`src/pkg/uart_flow_pkg.sv`:
```
// Shared constants and types for the enhanced UART channel
package uart_flow_pkg;
  localparam int OVERSAMPLE = 16;
  localparam logic [3:0] LAST_TICK = 4'hF;
  localparam logic [3:0] MID_TICK = 4'h7;
  localparam logic [3:0] IR_PULSE_TICKS = 4'h3;
  localparam logic [4:0] IR_STRETCH_TICKS = 5'h10;
  localparam logic [7:0] CHAR_RESET = 8'h00;
  localparam logic [1:0] STRAP_LOAD_CNT = 2'h2;
  localparam logic [1:0] STRAP_DONE_CNT = 2'h3;
  localparam logic [3:0] MIN_DATA_BITS = 4'h5;
  localparam int FIFO_DEPTH = 16;
  localparam int DATA_W = 8;
  localparam int TAG_W = 3;
  localparam int ENTRY_W = DATA_W + TAG_W;
  localparam int TAG_PAR = 0;
  localparam int TAG_FRM = 1;
  localparam int TAG_BRK = 2;
  localparam logic [4:0] TRIG_LVL [4] = '{5'h01, 5'h04, 5'h08, 5'h0E};
  localparam logic [4:0] RESUME_LVL [4] = '{5'h00, 5'h01, 5'h04, 5'h08};
  typedef enum logic {TX_IDLE, TX_SEND} tx_st_e;
  typedef enum logic [1:0] {RX_IDLE, RX_START, RX_BITS} rx_st_e;
endpackage

```
`src/rx_fifo.sv`:
```
// Receive FIFO holding data byte and error tags per entry
`timescale 1ns/100ps
`default_nettype none
module rx_fifo #(
  parameter int WIDTH = uart_flow_pkg::ENTRY_W,
  parameter int DEPTH = uart_flow_pkg::FIFO_DEPTH
) (
  input wire logic sys_clk,
  input wire logic srst,
  input wire logic push,
  input wire logic [WIDTH-1:0] push_data,
  input wire logic pop,
  output logic [WIDTH-1:0] head_data,
  output logic [$clog2(DEPTH):0] count,
  output logic empty,
  output logic full
);
  localparam int AW = $clog2(DEPTH);
  if (DEPTH < 2 || (1 << AW) != DEPTH) begin : g_bad_depth
    $error("rx_fifo depth must be a power of two of at least 2");
  end
  typedef struct packed {
    logic [AW-1:0] wp;
    logic [AW-1:0] rp;
    logic [AW:0] cnt;
  } fifo_s;
  fifo_s s_r, s_nxt;
  logic [WIDTH-1:0] mem [DEPTH];
  logic do_push, do_pop;

  assign empty = (s_r.cnt == '0);
  assign full = (s_r.cnt == (AW+1)'(DEPTH));
  assign do_push = push & !full;
  assign do_pop = pop & !empty;
  assign head_data = mem[s_r.rp];
  assign count = s_r.cnt;

  always_comb begin
    s_nxt = s_r;
    if (do_push) s_nxt.wp = s_r.wp + 1'b1;
    if (do_pop) s_nxt.rp = s_r.rp + 1'b1;
    if (do_push & !do_pop) s_nxt.cnt = s_r.cnt + 1'b1;
    else if (do_pop & !do_push) s_nxt.cnt = s_r.cnt - 1'b1;
  end

  always_ff @(posedge sys_clk) begin
    if (srst) s_r <= '0;
    else s_r <= s_nxt;
    if (do_push) mem[s_r.wp] <= push_data;
  end
endmodule // rx_fifo
`default_nettype wire

```
`src/ir_codec.sv`:
```
// Infrared pulse encoder and decoder
`timescale 1ns/100ps
`default_nettype none
module ir_codec (
  input wire logic sys_clk,
  input wire logic srst,
  input wire logic baud_tick,
  input wire logic ir_en,
  input wire logic ir_inv,
  input wire logic tx_bit,
  input wire logic tx_active,
  input wire logic [3:0] tx_phase,
  input wire logic rx_raw,
  output logic tx_out,
  output logic rx_bit
);
  typedef struct packed {
    logic tx_out;
    logic [4:0] stretch;
  } ir_s;
  ir_s s_r, s_nxt;
  logic pulse;

  assign pulse = ir_inv ? !rx_raw : rx_raw;
  assign rx_bit = ir_en ? !(pulse || s_r.stretch != '0) : rx_raw;
  assign tx_out = s_r.tx_out;

  always_comb begin
    s_nxt = s_r;
    if (ir_en) begin
      s_nxt.tx_out = tx_active & !tx_bit & (tx_phase < uart_flow_pkg::IR_PULSE_TICKS);
    end else begin
      s_nxt.tx_out = tx_bit;
    end
    if (ir_en & pulse) s_nxt.stretch = uart_flow_pkg::IR_STRETCH_TICKS;
    else if (baud_tick && s_r.stretch != '0) s_nxt.stretch = s_r.stretch - 1'b1;
  end

  always_ff @(posedge sys_clk) begin
    if (srst) s_r <= '{tx_out: 1'b1, stretch: 5'h00};
    else s_r <= s_nxt;
  end
endmodule // ir_codec
`default_nettype wire

```
`src/uart_flow_addr_infrared.sv`:
```
// UART channel with in-band flow control, address detect, direction control and infrared
`timescale 1ns/100ps
`default_nettype none
module uart_flow_addr_infrared (
  input wire logic sys_clk,
  input wire logic srst,
  input wire logic baud_tick,
  input wire logic rx_pin,
  output logic tx_pin,
  input wire logic infrared_startup_pin,
  input wire logic [1:0] word_len,
  input wire logic [2:0] parity_cfg,
  input wire logic rx_flow_en,
  input wire logic tx_auto_flow_en,
  input wire logic flow_double,
  input wire logic special_det_en,
  input wire logic multidrop_en,
  input wire logic rx_enable,
  input wire logic hdx_en,
  input wire logic [3:0] hdx_delay,
  input wire logic ir_inv,
  input wire logic ir_mode_wr,
  input wire logic ir_mode_wdata,
  input wire logic [1:0] rx_trig_sel,
  input wire logic halt_int_en,
  input wire logic flag_clr,
  input wire logic char_wr,
  input wire logic [1:0] char_sel,
  input wire logic [7:0] char_wdata,
  input wire logic tx_valid,
  input wire logic [7:0] tx_data,
  output logic tx_ready,
  input wire logic rx_rd,
  output logic [7:0] rx_data,
  output logic [2:0] rx_tags,
  output logic rx_avail,
  output logic [4:0] rx_count,
  output logic lsr_int,
  output logic tx_empty_int,
  output logic halt_flag,
  output logic irq,
  output logic tx_halted,
  output logic dir_out,
  output logic ir_mode,
  output logic addr_rx_en
);
  typedef struct packed {
    logic rx_s1;
    logic rx_s2;
    logic st_s1;
    logic st_s2;
    logic [1:0] st_cnt;
    logic ir_mode;
    logic [7:0] halt_c1;
    logic [7:0] halt_c2;
    logic [7:0] res_c1;
    logic [7:0] res_c2;
    uart_flow_pkg::tx_st_e tx_st;
    logic [10:0] tx_sh;
    logic [3:0] tx_left;
    logic [3:0] tx_tick;
    logic hold_v;
    logic [7:0] hold_d;
    logic halted;
    logic [1:0] ctl_left;
    logic ctl_res;
    logic ctl_idx;
    logic halt_sent;
    logic fl_run;
    logic [8:0] fl_tmr;
    logic dir;
    logic dly_run;
    logic [7:0] dly;
    uart_flow_pkg::rx_st_e rx_st;
    logic [3:0] rx_tick;
    logic [3:0] rx_left;
    logic [9:0] rx_sh;
    logic rx_en;
    logic pv;
    logic pv_res;
    logic [7:0] pv_c;
    logic rp_v;
    logic [10:0] rp_d;
    logic flag;
  } chan_s;
  chan_s s_r, s_nxt;

  logic line, ir_tx, fifo_empty, fifo_full, push;
  logic [10:0] push_data, head;
  logic [4:0] cnt;
  logic tx_busy;

  ir_codec u_ir (
    .sys_clk(sys_clk),
    .srst(srst),
    .baud_tick(baud_tick),
    .ir_en(s_r.ir_mode),
    .ir_inv(ir_inv),
    .tx_bit(tx_busy ? s_r.tx_sh[0] : 1'b1),
    .tx_active(tx_busy),
    .tx_phase(s_r.tx_tick),
    .rx_raw(s_r.rx_s2),
    .tx_out(ir_tx),
    .rx_bit(line)
  );

  rx_fifo u_fifo (
    .sys_clk(sys_clk),
    .srst(srst),
    .push(push),
    .push_data(push_data),
    .pop(rx_rd),
    .head_data(head),
    .count(cnt),
    .empty(fifo_empty),
    .full(fifo_full)
  );

  function automatic logic par_of(input logic [7:0] d, input logic [2:0] cfg);
    if (cfg[2]) par_of = !cfg[1];
    else par_of = cfg[1] ? ^d : !(^d);
  endfunction

  assign tx_busy = (s_r.tx_st == uart_flow_pkg::TX_SEND);
  assign tx_pin = ir_tx;
  assign tx_ready = !s_r.hold_v;
  assign rx_data = head[7:0];
  assign rx_tags = head[10:8];
  assign rx_avail = !fifo_empty;
  assign rx_count = cnt;
  assign lsr_int = !fifo_empty & (|head[10:8]);
  assign tx_empty_int = hdx_en ? (!s_r.hold_v & !tx_busy & s_r.ctl_left == 2'h0)
                               : !s_r.hold_v;
  assign halt_flag = s_r.flag;
  assign irq = s_r.flag & halt_int_en;
  assign tx_halted = s_r.halted;
  assign dir_out = s_r.dir;
  assign ir_mode = s_r.ir_mode;
  assign addr_rx_en = s_r.rx_en;

  always_comb begin
    logic [3:0] nb, fb;
    logic [7:0] mask, d, c, char_ticks;
    logic [10:0] fr;
    logic [9:0] rsh, rf;
    logic [2:0] tag;
    logic pb, stop, done, want, m_h1, m_h2, m_r1, m_r2, act, act_res, take;
    nb = uart_flow_pkg::MIN_DATA_BITS + {2'h0, word_len};
    fb = nb + {3'h0, parity_cfg[0]} + 4'h2;
    mask = 8'hFF >> (2'h3 - word_len);
    char_ticks = {fb, 4'h0};
    d = 8'h00;
    c = 8'h00;
    fr = 11'h7FF;
    rsh = 10'h000;
    rf = 10'h000;
    tag = 3'h0;
    pb = 1'b0;
    stop = 1'b1;
    done = 1'b0;
    act = 1'b0;
    act_res = 1'b0;
    take = 1'b0;
    push = 1'b0;
    push_data = 11'h000;
    s_nxt = s_r;
    s_nxt.rx_s1 = rx_pin;
    s_nxt.rx_s2 = s_r.rx_s1;
    s_nxt.st_s1 = infrared_startup_pin;
    s_nxt.st_s2 = s_r.st_s1;
    if (s_r.st_cnt != uart_flow_pkg::STRAP_DONE_CNT) begin
      s_nxt.st_cnt = s_r.st_cnt + 2'h1;
      if (s_r.st_cnt == uart_flow_pkg::STRAP_LOAD_CNT) s_nxt.ir_mode = s_r.st_s2;
    end else if (ir_mode_wr) begin
      s_nxt.ir_mode = ir_mode_wdata;
    end
    if (char_wr) begin
      case (char_sel)
        2'h0: s_nxt.res_c1 = char_wdata;
        2'h1: s_nxt.res_c2 = char_wdata;
        2'h2: s_nxt.halt_c1 = char_wdata;
        default: s_nxt.halt_c2 = char_wdata;
      endcase
    end
    // Transmitter
    want = (s_r.ctl_left != 2'h0) | (s_r.hold_v & !s_r.halted);
    case (s_r.tx_st)
      uart_flow_pkg::TX_IDLE: begin
        if (want && hdx_en && !s_r.dir) begin
          s_nxt.dir = 1'b1;
        end else if (want && baud_tick) begin
          if (s_r.ctl_left != 2'h0) begin
            case ({s_r.ctl_res, s_r.ctl_idx})
              2'b00: d = s_r.halt_c1;
              2'b01: d = s_r.halt_c2;
              2'b10: d = s_r.res_c1;
              default: d = s_r.res_c2;
            endcase
            s_nxt.ctl_left = s_r.ctl_left - 2'h1;
            s_nxt.ctl_idx = !s_r.ctl_idx;
          end else begin
            d = s_r.hold_d;
            s_nxt.hold_v = 1'b0;
          end
          d = d & mask;
          fr[0] = 1'b0;
          for (int i = 0; i < 8; i++) begin
            if (4'(i) < nb) fr[i+1] = d[i];
          end
          if (parity_cfg[0]) fr[nb+4'h1] = par_of(d, parity_cfg);
          s_nxt.tx_sh = fr;
          s_nxt.tx_left = fb;
          s_nxt.tx_tick = 4'h0;
          s_nxt.dly_run = 1'b0;
          s_nxt.tx_st = uart_flow_pkg::TX_SEND;
        end
      end
      uart_flow_pkg::TX_SEND: begin
        if (baud_tick) begin
          s_nxt.tx_tick = s_r.tx_tick + 4'h1;
          if (s_r.tx_tick == uart_flow_pkg::LAST_TICK) begin
            s_nxt.tx_sh = {1'b1, s_r.tx_sh[10:1]};
            s_nxt.tx_left = s_r.tx_left - 4'h1;
            if (s_r.tx_left == 4'h1) begin
              s_nxt.tx_st = uart_flow_pkg::TX_IDLE;
              s_nxt.dly_run = hdx_en;
              s_nxt.dly = {hdx_delay, 4'h0};
            end
          end
        end
      end
      default: s_nxt.tx_st = uart_flow_pkg::TX_IDLE;
    endcase
    if (!hdx_en) begin
      s_nxt.dir = 1'b0;
    end else if (s_r.dly_run && !tx_busy) begin
      if (s_r.dly == 8'h00) begin
        s_nxt.dir = 1'b0;
        s_nxt.dly_run = 1'b0;
      end else if (baud_tick) begin
        s_nxt.dly = s_r.dly - 8'h01;
      end
    end
    if (tx_valid && !s_r.hold_v) begin
      s_nxt.hold_v = 1'b1;
      s_nxt.hold_d = tx_data;
    end
    // Receiver
    case (s_r.rx_st)
      uart_flow_pkg::RX_IDLE: begin
        if (baud_tick && !line && !(s_r.ir_mode && tx_busy)) begin
          s_nxt.rx_st = uart_flow_pkg::RX_START;
          s_nxt.rx_tick = 4'h0;
        end
      end
      uart_flow_pkg::RX_START: begin
        if (baud_tick) begin
          s_nxt.rx_tick = s_r.rx_tick + 4'h1;
          if (s_r.rx_tick == uart_flow_pkg::MID_TICK) begin
            s_nxt.rx_tick = 4'h0;
            s_nxt.rx_left = fb - 4'h1;
            s_nxt.rx_sh = 10'h000;
            s_nxt.rx_st = line ? uart_flow_pkg::RX_IDLE : uart_flow_pkg::RX_BITS;
          end
        end
      end
      uart_flow_pkg::RX_BITS: begin
        if (baud_tick) begin
          s_nxt.rx_tick = s_r.rx_tick + 4'h1;
          if (s_r.rx_tick == uart_flow_pkg::LAST_TICK) begin
            rsh = {line, s_r.rx_sh[9:1]};
            s_nxt.rx_sh = rsh;
            s_nxt.rx_left = s_r.rx_left - 4'h1;
            if (s_r.rx_left == 4'h1) begin
              done = 1'b1;
              s_nxt.rx_st = uart_flow_pkg::RX_IDLE;
            end
          end
        end
      end
      default: s_nxt.rx_st = uart_flow_pkg::RX_IDLE;
    endcase
    rf = rsh >> (4'hA - (fb - 4'h1));
    c = rf[7:0] & mask;
    pb = rf[nb];
    stop = rf[fb - 4'h2];
    tag[uart_flow_pkg::TAG_PAR] = parity_cfg[0] & (pb != par_of(c, parity_cfg));
    tag[uart_flow_pkg::TAG_FRM] = !stop;
    tag[uart_flow_pkg::TAG_BRK] = (rf == 10'h000);
    m_h1 = ((c ^ s_r.halt_c1) & mask) == 8'h00;
    m_h2 = ((c ^ s_r.halt_c2) & mask) == 8'h00;
    m_r1 = ((c ^ s_r.res_c1) & mask) == 8'h00;
    m_r2 = ((c ^ s_r.res_c2) & mask) == 8'h00;
    if (flag_clr) s_nxt.flag = 1'b0;
    if (s_r.rp_v) begin
      push = 1'b1;
      push_data = s_r.rp_d;
      s_nxt.rp_v = 1'b0;
    end
    if (done) begin
      if (multidrop_en && special_det_en) begin
        if (pb) begin
          s_nxt.rx_en = m_h2;
          take = m_h2;
          tag[uart_flow_pkg::TAG_PAR] = pb;
        end else begin
          take = s_r.rx_en;
        end
      end else if (multidrop_en) begin
        take = rx_enable | pb;
      end else if (rx_flow_en && flow_double && s_r.pv) begin
        s_nxt.pv = 1'b0;
        if (s_r.pv_res ? m_r2 : m_h2) begin
          act = 1'b1;
          act_res = s_r.pv_res;
        end else begin
          push = 1'b1;
          push_data = {3'h0, s_r.pv_c};
          if (m_h1 | m_r1) begin
            s_nxt.pv = 1'b1;
            s_nxt.pv_c = c;
            s_nxt.pv_res = !m_h1;
          end else begin
            s_nxt.rp_v = 1'b1;
            s_nxt.rp_d = {tag, c};
          end
        end
      end else if (rx_flow_en && flow_double && (m_h1 | m_r1)) begin
        s_nxt.pv = 1'b1;
        s_nxt.pv_c = c;
        s_nxt.pv_res = !m_h1;
      end else if (rx_flow_en && (m_h1 | m_r1)) begin
        act = 1'b1;
        act_res = !m_h1;
      end else begin
        take = 1'b1;
        if (special_det_en && m_h2) s_nxt.flag = 1'b1;
      end
      if (take) begin
        push = 1'b1;
        push_data = {tag, c};
      end
    end
    if (act && !act_res) begin
      s_nxt.halted = 1'b1;
      s_nxt.flag = 1'b1;
    end else if (act && s_r.halted) begin
      s_nxt.halted = 1'b0;
      s_nxt.flag = 1'b0;
    end
    if (!rx_flow_en) s_nxt.halted = 1'b0;
    // Automatic halt and resume sending
    if (!tx_auto_flow_en) begin
      s_nxt.fl_run = 1'b0;
      s_nxt.halt_sent = 1'b0;
    end else if (s_r.fl_run) begin
      if (s_r.fl_tmr == 9'h000 && s_r.ctl_left == 2'h0) begin
        s_nxt.fl_run = 1'b0;
        s_nxt.halt_sent = 1'b1;
        s_nxt.ctl_left = flow_double ? 2'h2 : 2'h1;
        s_nxt.ctl_res = 1'b0;
        s_nxt.ctl_idx = 1'b0;
      end else if (baud_tick && s_r.fl_tmr != 9'h000) begin
        s_nxt.fl_tmr = s_r.fl_tmr - 9'h001;
      end
    end else if (!s_r.halt_sent && cnt >= uart_flow_pkg::TRIG_LVL[rx_trig_sel]) begin
      s_nxt.fl_run = 1'b1;
      s_nxt.fl_tmr = {char_ticks, 1'b0};
    end else if (s_r.halt_sent && s_r.ctl_left == 2'h0
                 && cnt <= uart_flow_pkg::RESUME_LVL[rx_trig_sel]) begin
      s_nxt.halt_sent = 1'b0;
      s_nxt.ctl_left = flow_double ? 2'h2 : 2'h1;
      s_nxt.ctl_res = 1'b1;
      s_nxt.ctl_idx = 1'b0;
    end
  end

  always_ff @(posedge sys_clk) begin
    if (srst) begin
      s_r <= '0;
      s_r.halt_c1 <= uart_flow_pkg::CHAR_RESET;
      s_r.halt_c2 <= uart_flow_pkg::CHAR_RESET;
      s_r.res_c1 <= uart_flow_pkg::CHAR_RESET;
      s_r.res_c2 <= uart_flow_pkg::CHAR_RESET;
      s_r.tx_st <= uart_flow_pkg::TX_IDLE;
      s_r.rx_st <= uart_flow_pkg::RX_IDLE;
      s_r.tx_sh <= 11'h7FF;
      s_r.rx_s1 <= 1'b1;
      s_r.rx_s2 <= 1'b1;
    end else begin
      s_r <= s_nxt;
    end
  end
endmodule // uart_flow_addr_infrared
`default_nettype wire

```
`config.mk`:
```
export PLATFORM = sky130hd
export DESIGN_NAME = uart_flow_addr_infrared
export DESIGN_NICKNAME = d
export VERILOG_FILES = /design/src/pkg/uart_flow_pkg.sv /design/src/rx_fifo.sv /design/src/ir_codec.sv /design/src/uart_flow_addr_infrared.sv
export SDC_FILE = /design/constraint.sdc
export NUM_CORES = 1
export LEC_CHECK = 0
export BUFFER_PORTS_ARGS = -buffer_cell sky130_fd_sc_hd__buf_4
export CORE_MARGIN = 2
export CORE_UTILIZATION = 40
export CTS_CLUSTER_DIAMETER = 40
export DETAILED_ROUTE_END_ITERATION = 6
export HOLD_SLACK_MARGIN = 0.12
export MAX_ROUTING_LAYER = met4
export PLACE_DENSITY_LB_ADDON = 0.15
export SETUP_SLACK_MARGIN = 0.2
export SYNTH_ARGS = -nofsm -noshare
export SYNTH_HDL_FRONTEND = slang
export SYNTH_SLANG_ARGS = --single-unit
```
`constraint.sdc`:
```
create_clock -name sys_clk -period 8.35 [get_ports sys_clk]
set_input_delay 0.4175 -clock sys_clk [delete_from_list [all_inputs] [get_ports sys_clk]]
set_output_delay 0.4175 -clock sys_clk [all_outputs]
set_load 0.02 [all_outputs]
```
After elaboration in Yosys (flattened, before gate mapping):

Memory sizes are Yosys's and may differ from the RTL's. A register that Yosys moved wholly into a read port is not among the register bits.
Cells that the tools add are included.

* flip-flop bits (word level): 157
* latch bits: 0
* memory bits (writable): 176
* ROM bits: 0
* memories: 1

Memories
* u_fifo.mem: words 16, width 11, read ports 1, clocked after Yosys merged registers in 1, wr ports 1, line rx_fifo.sv:28 `logic [WIDTH-1:0] mem [DEPTH];`

* $add $sub $neg: 21
* multiply operators: 0
* div/mod/pow operators: 0
* magnitude comparators: 16
* equality and inequality tests: 35
* shift operators: 2
* multiplexer cells: 188
* bitwise gates (word level): 38
* reduce and logical (&&, ||, !) cells: 97

Operators by type and width (number)
* 1-bit 2-to-1 mux: 111
* 11-bit 2-to-1 mux: 8
* 10-bit 2-to-1 mux: 8
* 20-bit 2-to-1 mux: 4
* 9-bit 2-to-1 mux: 7
* 8-bit 2-to-1 mux: 7
* 5-bit 2-to-1 mux: 10
* 8-bit bitwise AND: 6
* 21-bit 2-to-1 mux: 2
* 8-bit logical NOT: 5
* 20-bit one-hot mux with 2 select lines: 1
* 8-bit XOR: 4
* 14-bit one-hot mux with 2 select lines: 1
* 2-bit != test, second input constant: 13
* 8-bit one-hot mux with 3 select lines: 1
* 4-bit AND reduction: 6
* 1-bit logical AND: 23
* 22-bit 2-to-1 mux: 1
* 1-bit logical NOT: 21
* 4-bit by 1-bit adder with 4-bit output, second input constant: 5
* 5-bit binary-select mux with 2-bit select: 2
* 2-bit nonzero test: 10
* 2-bit 2-to-1 mux: 9
* 6-bit AND reduction: 3
* 63 further kinds: 129

Depth between registers and ports, before layout:

Gate-level depths: netlist (run 1).

* depth in word-level cells: 28
* gate-level depth with buffers: 26
* mapped depth without buffers: 25

By module:

A second synthesis (run 1) with hierarchy kept.

* cell total of the unflattened synthesis: 1463
* area total of the unflattened synthesis: 16519.6 um^2

Modules (own cells, without submodules)
* uart_flow_addr_infrared: times used 1, cells an instance 1037, area an instance 8662.1 um^2, seq. area each 2742.6 um^2
* rx_fifo: times used 1, cells an instance 387, area an instance 7538.5 um^2, seq. area each 5625.4 um^2
* ir_codec: times used 1, cells an instance 39, area an instance 319.1 um^2, seq. area each 120.1 um^2

Least setup slack after synthesis (run 1):

Ideal clock, no wire load.

* path kind: input to register
* start: in word_len[0]
* end: reg u_fifo.s_r (netlist bit u_fifo.count[4])
* setup time: 0.070 ns
* arrival time: 5.206 ns
* data required time: 8.280 ns
* setup slack: 3.074 ns
* stages on the path: 23
* path buffers: 2
* cell sequence: inv_1 > ha_1 > inv_1 > fa_1 > clkbuf_8 > nand4_1 > or4_1 > and3_1 > buf_6 > xor2_1 > o211ai_2 > or3_2 > a21bo_4 > a2bb2oi_2 > nand2_2 > ha_1 > inv_1 > ha_1 > a21o_1 > a21oi_1 > xnor2_1 > or3_1 > a21oi_1

* cells in the longest elaborated chain, start to end: 24
* elaborated cells between the ends (all ways): 47
* those cells by class: add/sub (6); shift (2); mux (17); bitwise (14); reduce/logical (8)

Ends and longest elaborated chain
* start: declaration: line uart_flow_addr_infrared.sv:11 `input wire logic [1:0] word_len,`
* 3-bit by 2-bit adder with 4-bit output: line uart_flow_addr_infrared.sv:148 `nb = uart_flow_pkg::MIN_DATA_BITS + {2'h0, word_len};`
* 4-bit by 1-bit adder with 4-bit output: line uart_flow_addr_infrared.sv:149 `fb = nb + {3'h0, parity_cfg[0]} + 4'h2;`
* 4-bit by 2-bit adder with 4-bit output: line uart_flow_addr_infrared.sv:149
* 4-bit by 1-bit subtractor with 4-bit output: line uart_flow_addr_infrared.sv:283 `rf = rsh >> (4'hA - (fb - 4'h1));`
* 4-bit subtractor: line uart_flow_addr_infrared.sv:283
* 10-bit by 4-bit >> shifter with 10-bit output: line uart_flow_addr_infrared.sv:283
* 8-bit bitwise AND: line uart_flow_addr_infrared.sv:284 `c = rf[7:0] & mask;`
* 8-bit XOR (on tied branches): line uart_flow_addr_infrared.sv:290, uart_flow_addr_infrared.sv:292
* [9 not listed]
* 1-bit 2-to-1 mux: line uart_flow_addr_infrared.sv:300 `if (done) begin`
* 1-bit 2-to-1 mux (*): line uart_flow_addr_infrared.sv:339 `if (take) begin`
* 1-bit 2-to-1 mux (*): line uart_flow_addr_infrared.sv:300
* 1-bit bitwise AND (*): line rx_fifo.sv:33 `assign do_push = push & !full;`
* named net u_fifo.do_push: line rx_fifo.sv:29 `logic do_push, do_pop;`
* 1-bit logical NOT: line rx_fifo.sv:43 `else if (do_pop & !do_push) s_nxt.cnt = s_r.cnt - 1'b1;`
* 1-bit bitwise AND: line rx_fifo.sv:43
* 2-bit nonzero test (no source line)
* end signal: assignment: line rx_fifo.sv:48 `else s_r <= s_nxt;`
* end: declaration: line rx_fifo.sv:27 `fifo_s s_r, s_nxt;`

The timed path passes the listed nets; every way through them passes the cells marked *. The select of a mux whose other input is x is not followed.
A chain may end at the register's enable or synchronous reset.

Worst setup path in the final report (run 1):

Ends and elaborated chain as after synthesis.

==> flow_metrics.tcl, run 1 <==
set metrics [dict create \
    cts_tree "done" \
    rsz0062_at_grt "false" \
    firstDrtPassIters 7 \
    endpoint_kind "flop" \
    relSlewSlack_pct 17.64 \
    initial_core_util_pct 40.72 \
    cp-start-kind "input port" \
    vias 11240 \
    avgSynthCellArea_um2 11.68 \
    ys.flop_type "edfxtp_1" \
    cts_resized 0 \
    ys_ff_latch 336 \
    antenna_found_initial 1 \
    hold_path.class "input port to flop" \
    die_area_um2 42350 \
    insertion_delay_ns 0.61 \
    startpoint "word_len[0]" \
    yosysTopAreaCellShare_pct 32.44 \
    remaining_drc_errors 0 \
    syn_inst 1395 \
    ff2ff_setup_slack_ns 2.70 \
    routed_via_density 5.458 \
    tns_ns 0 \
    place_ws_ns 1.704 \
    grtUsageTotal_pct 19.99 \
    layout.cells.non_filler 2059 \
    hold_slack_ns 0.1460 \
    timing.fmax_mhz 162.9 \
    clock-sinks 336 \
    synth_cell_type_count 95 \
    ios 76 \
    grt_pass1_vias 11060 \
    cts_made_buffers 51 \
    ys_seq_area_share_pct 52.11 \
    num_rows 73 \
    finalSetupViolCount 0 \
    synth_edf_count 176 \
    cts_buffer_depth 3 \
    cts-root-buf "clkbuf_16" \
    r2r-end "u_fifo.count[4]" \
    fin_nets 1591 \
    peakVddDrop_v 0.0001652 \
    wl_per_cell_um 19.58 \
    critPathCapture "u_fifo.count[4]" \
    synth_area_um2 16290 \
    antennaDiodeCount 0 \
    critical_path_class "input port to flop" \
    fin_crit_sh_pct 73.53 \
    power_density_nw_per_um2 221.3 \
    die_y_um 205.8 \
    areaGrowthSynthToFinish_pct 18.14 \
    place_inst 1942 \
    fillers 3664 \
    yosysTopAreaCell "edfxtp_1" \
    drive_above_1_share_pct 19.62 \
    synth.most_common_cell "edfxtp_1" \
    fin_ws_ns 2.210 \
    final_area_um2 19240 \
    worstMarginPinSlew_ns 1.235 \
    fin_crit_ns 6.140 \
    core_area_um2 40010 \
    run_status "finished, final reports clean" \
    final.setup_skew_ns 0.04282 \
    syn_nets 1492 \
    report.final.slew_viol_count 0 \
    ys_async_sr_fraction_pct 0 \
    synthTopCellsByArea "edfxtp_1 32%, dfxtp_1 20%, mux4_2 8.8%" \
    clk_transition_reported_paths_ns 0.05 \
    path_max_fanout 20 \
    post_dp_cell_area_um2 17280 \
    drtIter0Drc 658 \
    yosysWarnings 0 \
    hpwl_um 27180 \
    synth_common_cells "176 x edfxtp_1, 165 x nor2_1, 160 x dfxtp_1, 104 x nand2_1, 78 x a21oi_1" \
    postRouteAntennaNets 0 \
    arrival_ns 6.65 \
    seq_area_um2 8491 \
    portBuffers 75 \
    drv_cap 0 \
    r2r-start "s_r[42]" \
    multiInputGateArea_um2 7226 \
    grt-ovfl-total 0 \
    grt_pass1_wl_um 63220 \
    p_leak_uw 0.006368 \
    hold_violations 0 \
    post_cts_buffers 0 \
    h-tree-depth 2 \
    critPathRequiredTime_ns 8.86 \
    wirelength_um 40320 \
    r2r_cells 19 \
    grt_max_degree 81 \
    die_w_um 205.8 \
    routabilityCongestion 0.8990 \
]
-- what timing repair did --
item	CTS	global route
setup endpoints to repair	0	0
endpoints found under the hold margin	49	0
hold buffers	24	0
-- worst max-delay path, cell delays in order --
cell	delay, ns
buf_4	0.14
inv_1	0.25
ha_1	0.27
inv_1	0.09
fa_1	1.15
nand4_1	0.36
or4_1	0.54
and3_1	0.26
xor2_1	0.20
o211ai_2	0.10
or3_2	0.48
a21bo_4	0.36
a2bb2oi_2	0.22
nand2_2	0.16
ha_1	0.30
inv_1	0.14
ha_1	0.26
a21o_1	0.18
a21oi_1	0.19
xnor2_1	0.10
or3_1	0.31
a21oi_1	0.14
-- cell families (layout without fill, tap and decap cells) --
logic type,Yosys count,in the layout,synth area share (%)
flip-flops,336,336,52.11
AND/OR/NAND/NOR,445,445,13.15
adder cells (fa/ha/maj),48,48,3.779
multiplexers,132,132,13.26
XOR/XNOR,68,68,3.656
AO/OA/AOI/OAI,243,243,10.36
buffers and inverters,123,262,3.687
-- report_power, final --
part | internal, uW | switching (uW) | total [uW]
logic | 147 | 208 | 355
registers | 1750 | 34.5 | 1790
clock network | 1290 | 823 | 2110
-- state kept, by name, indices dropped and copies added (netlist names), named ones only --
register	count
u_fifo.mem	176
ir_mode	1
addr_rx_en	1
s_nxt	2
tx_halted	1
u_fifo.s_r	8
u_ir.s_r	5
u_fifo.count	5
u_ir.tx_out	1
tx_busy	1
halt_flag	1
dir_out	1
s_r	129
-- cell type report --
cell class                 instances  share of cell area [%]
sequential                       336                   44.12
inverter                          49                  0.9557
multi-input combinational        936                   37.55
clock buffer                      62                   6.950
clock inverter                    31                   2.022
tap                              525                   3.413
timing repair buffer             120                   4.993
-- per-layer routing --
layer  track usage (%)  wire length (um)
met5                 -                 0
met2             33.16             19730
met4             5.995               933
met1             25.01             17660
met3             3.564              1994
-- layout by cell type, fill, tap and decap left out, drive strengths merged, types with 20 or more instances in the layout --
cell type    synthesis  routed
edfxtp             176     176
nor2               166     166
dfxtp              160     160
nand2              106     106
buf                 23      96
a21oi               79      79
mux4                65      65
clkbuf              51      62
mux2i               55      55
inv                 49      54
ha                  46      46
o21ai               44      44
nand3               42      42
xnor2               37      37
xor2                31      31
nor3                31      31
dlygate4sd3          0      24
a211oi              20      20
-- worst min path at each step --
stage | from | end | slack [ns] | depth (start not counted)
2_1_floorplan | s_nxt[136] | s_r[136] | 0.39 | 1
3_3_place_gp | s_nxt[136] | s_r[136] | 0.41 | 1
3_5_place_dp | s_nxt[136] | s_r[136] | 0.41 | 1
4_1_cts | rx_rd | flop | 0.12 | 3
5_1_grt | rx_rd | flop | 0.15 | 3
6_report | rx_rd | flop | 0.15 | 3
-- stage by stage --
| step | utilization (%) | total power, uW |
|---|---|---|
| 2_1_floorplan | - | 2078 |
| 3_3_place_gp | 43.19 | 2165 |
| 3_5_place_dp | 43.19 | 2168 |
| 4_1_cts | 48.10 | 4307 |
| 5_1_grt | 48.10 | 4422 |
| 6_report | 48.10 | 4258 |
(Power assumes the default switching activity.)
==> run 2, diff against run 1 <==
--- a/config.mk
+++ b/config.mk
@@ -5,6 +5,7 @@
 export SDC_FILE = /design/constraint.sdc
 export NUM_CORES = 1
 export LEC_CHECK = 0
+export ABC_AREA = 1
 export BUFFER_PORTS_ARGS = -buffer_cell sky130_fd_sc_hd__buf_4
 export CORE_MARGIN = 2
 export CORE_UTILIZATION = 40
==> constraint.sdc (replaced) <==
create_clock -name sys_clk -period 6.3 [get_ports sys_clk]
set_input_delay 0.315 -clock sys_clk [delete_from_list [all_inputs] [get_ports sys_clk]]
set_output_delay 0.315 -clock sys_clk [all_outputs]
set_load 0.02 [all_outputs]
==> run 2 against run 1 <==
Design area is 4.9% higher. Count of clock-buffer cells in the layout increased by 4. Combinational power rose to 4.9 times the previous value. Critical path depth grew 9. Critical endpoint unchanged.
==> flow_metrics.tcl, run 2 <==
set metrics [dict create \
    cp-start-kind "input port" \
    hpwl_um 31020 \
    syn_inst 1900 \
    p_sw_uw 2376 \
    layout.cells.non_filler 2598 \
    mostFrequentLayoutCells "276 x nand2_1, 212 x inv_1, 181 x o21ai_0, 176 x edfxtp_1, 158 x dfxtp_1" \
    ys_seq_area_share_pct 50.17 \
    drv_cap 0 \
    fin_nets 2109 \
    die_w_um 209.7 \
    remaining_drc_errors 0 \
    antenna_found_initial 0 \
    die_y_um 209.7 \
    synth.most_common_cell "nand2_1" \
    top_regs "u_fifo.mem (176), s_r (129), u_fifo.s_r (8)" \
    h-tree-depth 2 \
    yosysWarnings 0 \
    grt_pass1_wl_um 71450 \
    relSlewSlack_pct 22.08 \
    clk_transition_reported_paths_ns 0.06 \
    slowest_delay_ns 0.54 \
    grtUsageTotal_pct 21.24 \
    synthTopCellsByArea "edfxtp_1 31%, dfxtp_1 19%, nand2_1 6.1%" \
    insertion_delay_ns 0.61 \
    cp_common_cell "nand2_1" \
    die_area_um2 43960 \
    syn_nets 1997 \
    rsz0062_at_grt "false" \
    cell_internal_pwr_uw 4846 \
    critical_path_class "input port to flop" \
    ys_async_sr_fraction_pct 0 \
    areaGrowthSynthToFinish_pct 19.31 \
    tns_ns 0 \
    cts-root-buf "clkbuf_16" \
    grt_max_degree 85 \
    ys.flop_type "edfxtp_1" \
    yosysTopAreaCell "edfxtp_1" \
    synth_edf_count 176 \
    crit_slowest_cell "dlygate4sd3_1" \
    synth_common_cells "276 x nand2_1, 214 x inv_1, 183 x o21ai_0, 176 x edfxtp_1, 160 x dfxtp_1" \
    run_status "finished, final reports clean" \
    path_max_fanout 17 \
    drtIter0Drc 880 \
    final.setup_skew_ns 0.02968 \
    cts_made_buffers 56 \
    hold_slack_ns 0.1604 \
    ios 76 \
    peakVddDrop_v 0.0002485 \
    num_rows 75 \
    drive_above_1_share_pct 13.94 \
    final_common_cell "nand2_1" \
    cts_buffer_depth 3 \
    pwr-share-seq_pct 35.3 \
    wl_per_cell_um 17.38 \
    yosysTopAreaCellShare_pct 31.24 \
    place_inst 2458 \
    arrival_ns 5.66 \
    total_power_uw 7222 \
    cts_resized 0 \
    synth_area_um2 16920 \
    firstDrtPassIters 5 \
    grt_pass1_vias 13120 \
    postRouteAntennaNets 0 \
    portBuffers 75 \
    regMostFlops "u_fifo.mem" \
    routed_via_density 5.236 \
    cts_tree "done" \
    p_leak_uw 0.008043 \
    worstMarginPinSlew_ns 1.161 \
    endpoint_kind "flop" \
    finalSetupViolCount 0 \
    largest_reg_flops 176 \
    initial_core_util_pct 40.42 \
    fin_crit_sh_pct 82.38 \
    wirelength_um 45160 \
    clock-sinks 336 \
    synth_cell_type_count 54 \
    vias 13600 \
    hold_violations 0 \
    routabilityCongestion 0.9547 \
    hold_path.class "input port to flop" \
    core_area_um2 41850 \
    p_sw_share_pct 32.90 \
    power_density_nw_per_um2 357.8 \
    ys_ff_latch 336 \
    report.final.slew_viol_count 0 \
    critPathRequiredTime_ns 6.77 \
    fin_crit_ns 5.190 \
    avgSynthCellArea_um2 8.905 \
    combPwrFrac_pct 24.0 \
    grt-ovfl-total 0 \
    clkPwrFrac_pct 40.7 \
    timing.fmax_mhz 192.7 \
    antennaDiodeCount 0 \
]
run 2: logic make-up (layout without fill, tap and decap cells):
family	count (synthesis)	in the layout	synth area share, %
and+or+nand+nor	655	655	18.41
DFF	336	336	50.17
buffers and inverters	310	469	7.358
adders and majority gates	48	48	3.639
AOI/OAI and AO/OA	472	472	15.89
muxes	45	45	2.662
xor gates and xnor gates	34	34	1.871
run 2: path summary, 6_finish.rpt:
path	start	endpoint	slack [ns]	cells after the start
max	parity_cfg[0]	u_fifo.count[4]	1.11	31
min	rx_rd	flop	0.16	4
max reg2reg	s_r[42]	u_fifo.count[4]	1.29	30
min reg2reg	s_nxt[134]	s_r[134]	0.40	2
run 2: layout make-up:
type	count	area, um^2
fill	4020	21670
sequential	336	8493
multi-input combinational	1254	7186
clock buffer	66	1500
timing repair buffer	139	1131
inverter	225	849.6
tap	539	674.4
clock inverter	39	351.6
run 2: timing repair:
action / in CTS / in global routing
buffers inserted: 0 / 0
hold buffers: 35 / 0
hold endpoints to repair: 57 / 0
setup endpoints to repair: 0 / 0
run 2: stage by stage:
stage / cell area (um^2) / setup slack, ns / utilization, %
CTS: 20190 / 1.183 / 48.23
finish: 20190 / 1.110 / 48.23
detailed placement: 17980 / 0.8206 / 42.97
floorplan: 16920 / 1.699 / -
global route: 20190 / 0.5277 / 48.23
global placement: 17980 / 0.9893 / 42.97
run 2: per-layer routing:
| metal | GRT usage [%] | wire, um | vias to the layer above |
|---|---|---|---|
| li1 | - | - | 6793 |
| met1 | 26.12 | 19900 | 6447 |
| met2 | 36.02 | 22370 | 299 |
| met3 | 3.756 | 2006 | 64 |
| met4 | 5.845 | 877 | 0 |
| met5 | - | 0 | - |
run 2: power groups by stage:
stage	Clock [uW]	Sequential [uW]	Combinational (uW)
floorplan	0	2520	1330
global placement	0	2590	1710
detailed placement	0	2590	1730
CTS	3000	2550	1750
global route	3110	2570	1960
finish	2940	2550	1730
run 2: worst max-delay path, delay by kind of cell:
kind                     cells  cell delay, ns
buffers and inverters        8            1.75
AO/OA/AOI/OAI                3            0.46
AND/OR/NAND/NOR             16            1.99
adder cells (fa/ha/maj)      4            1.11
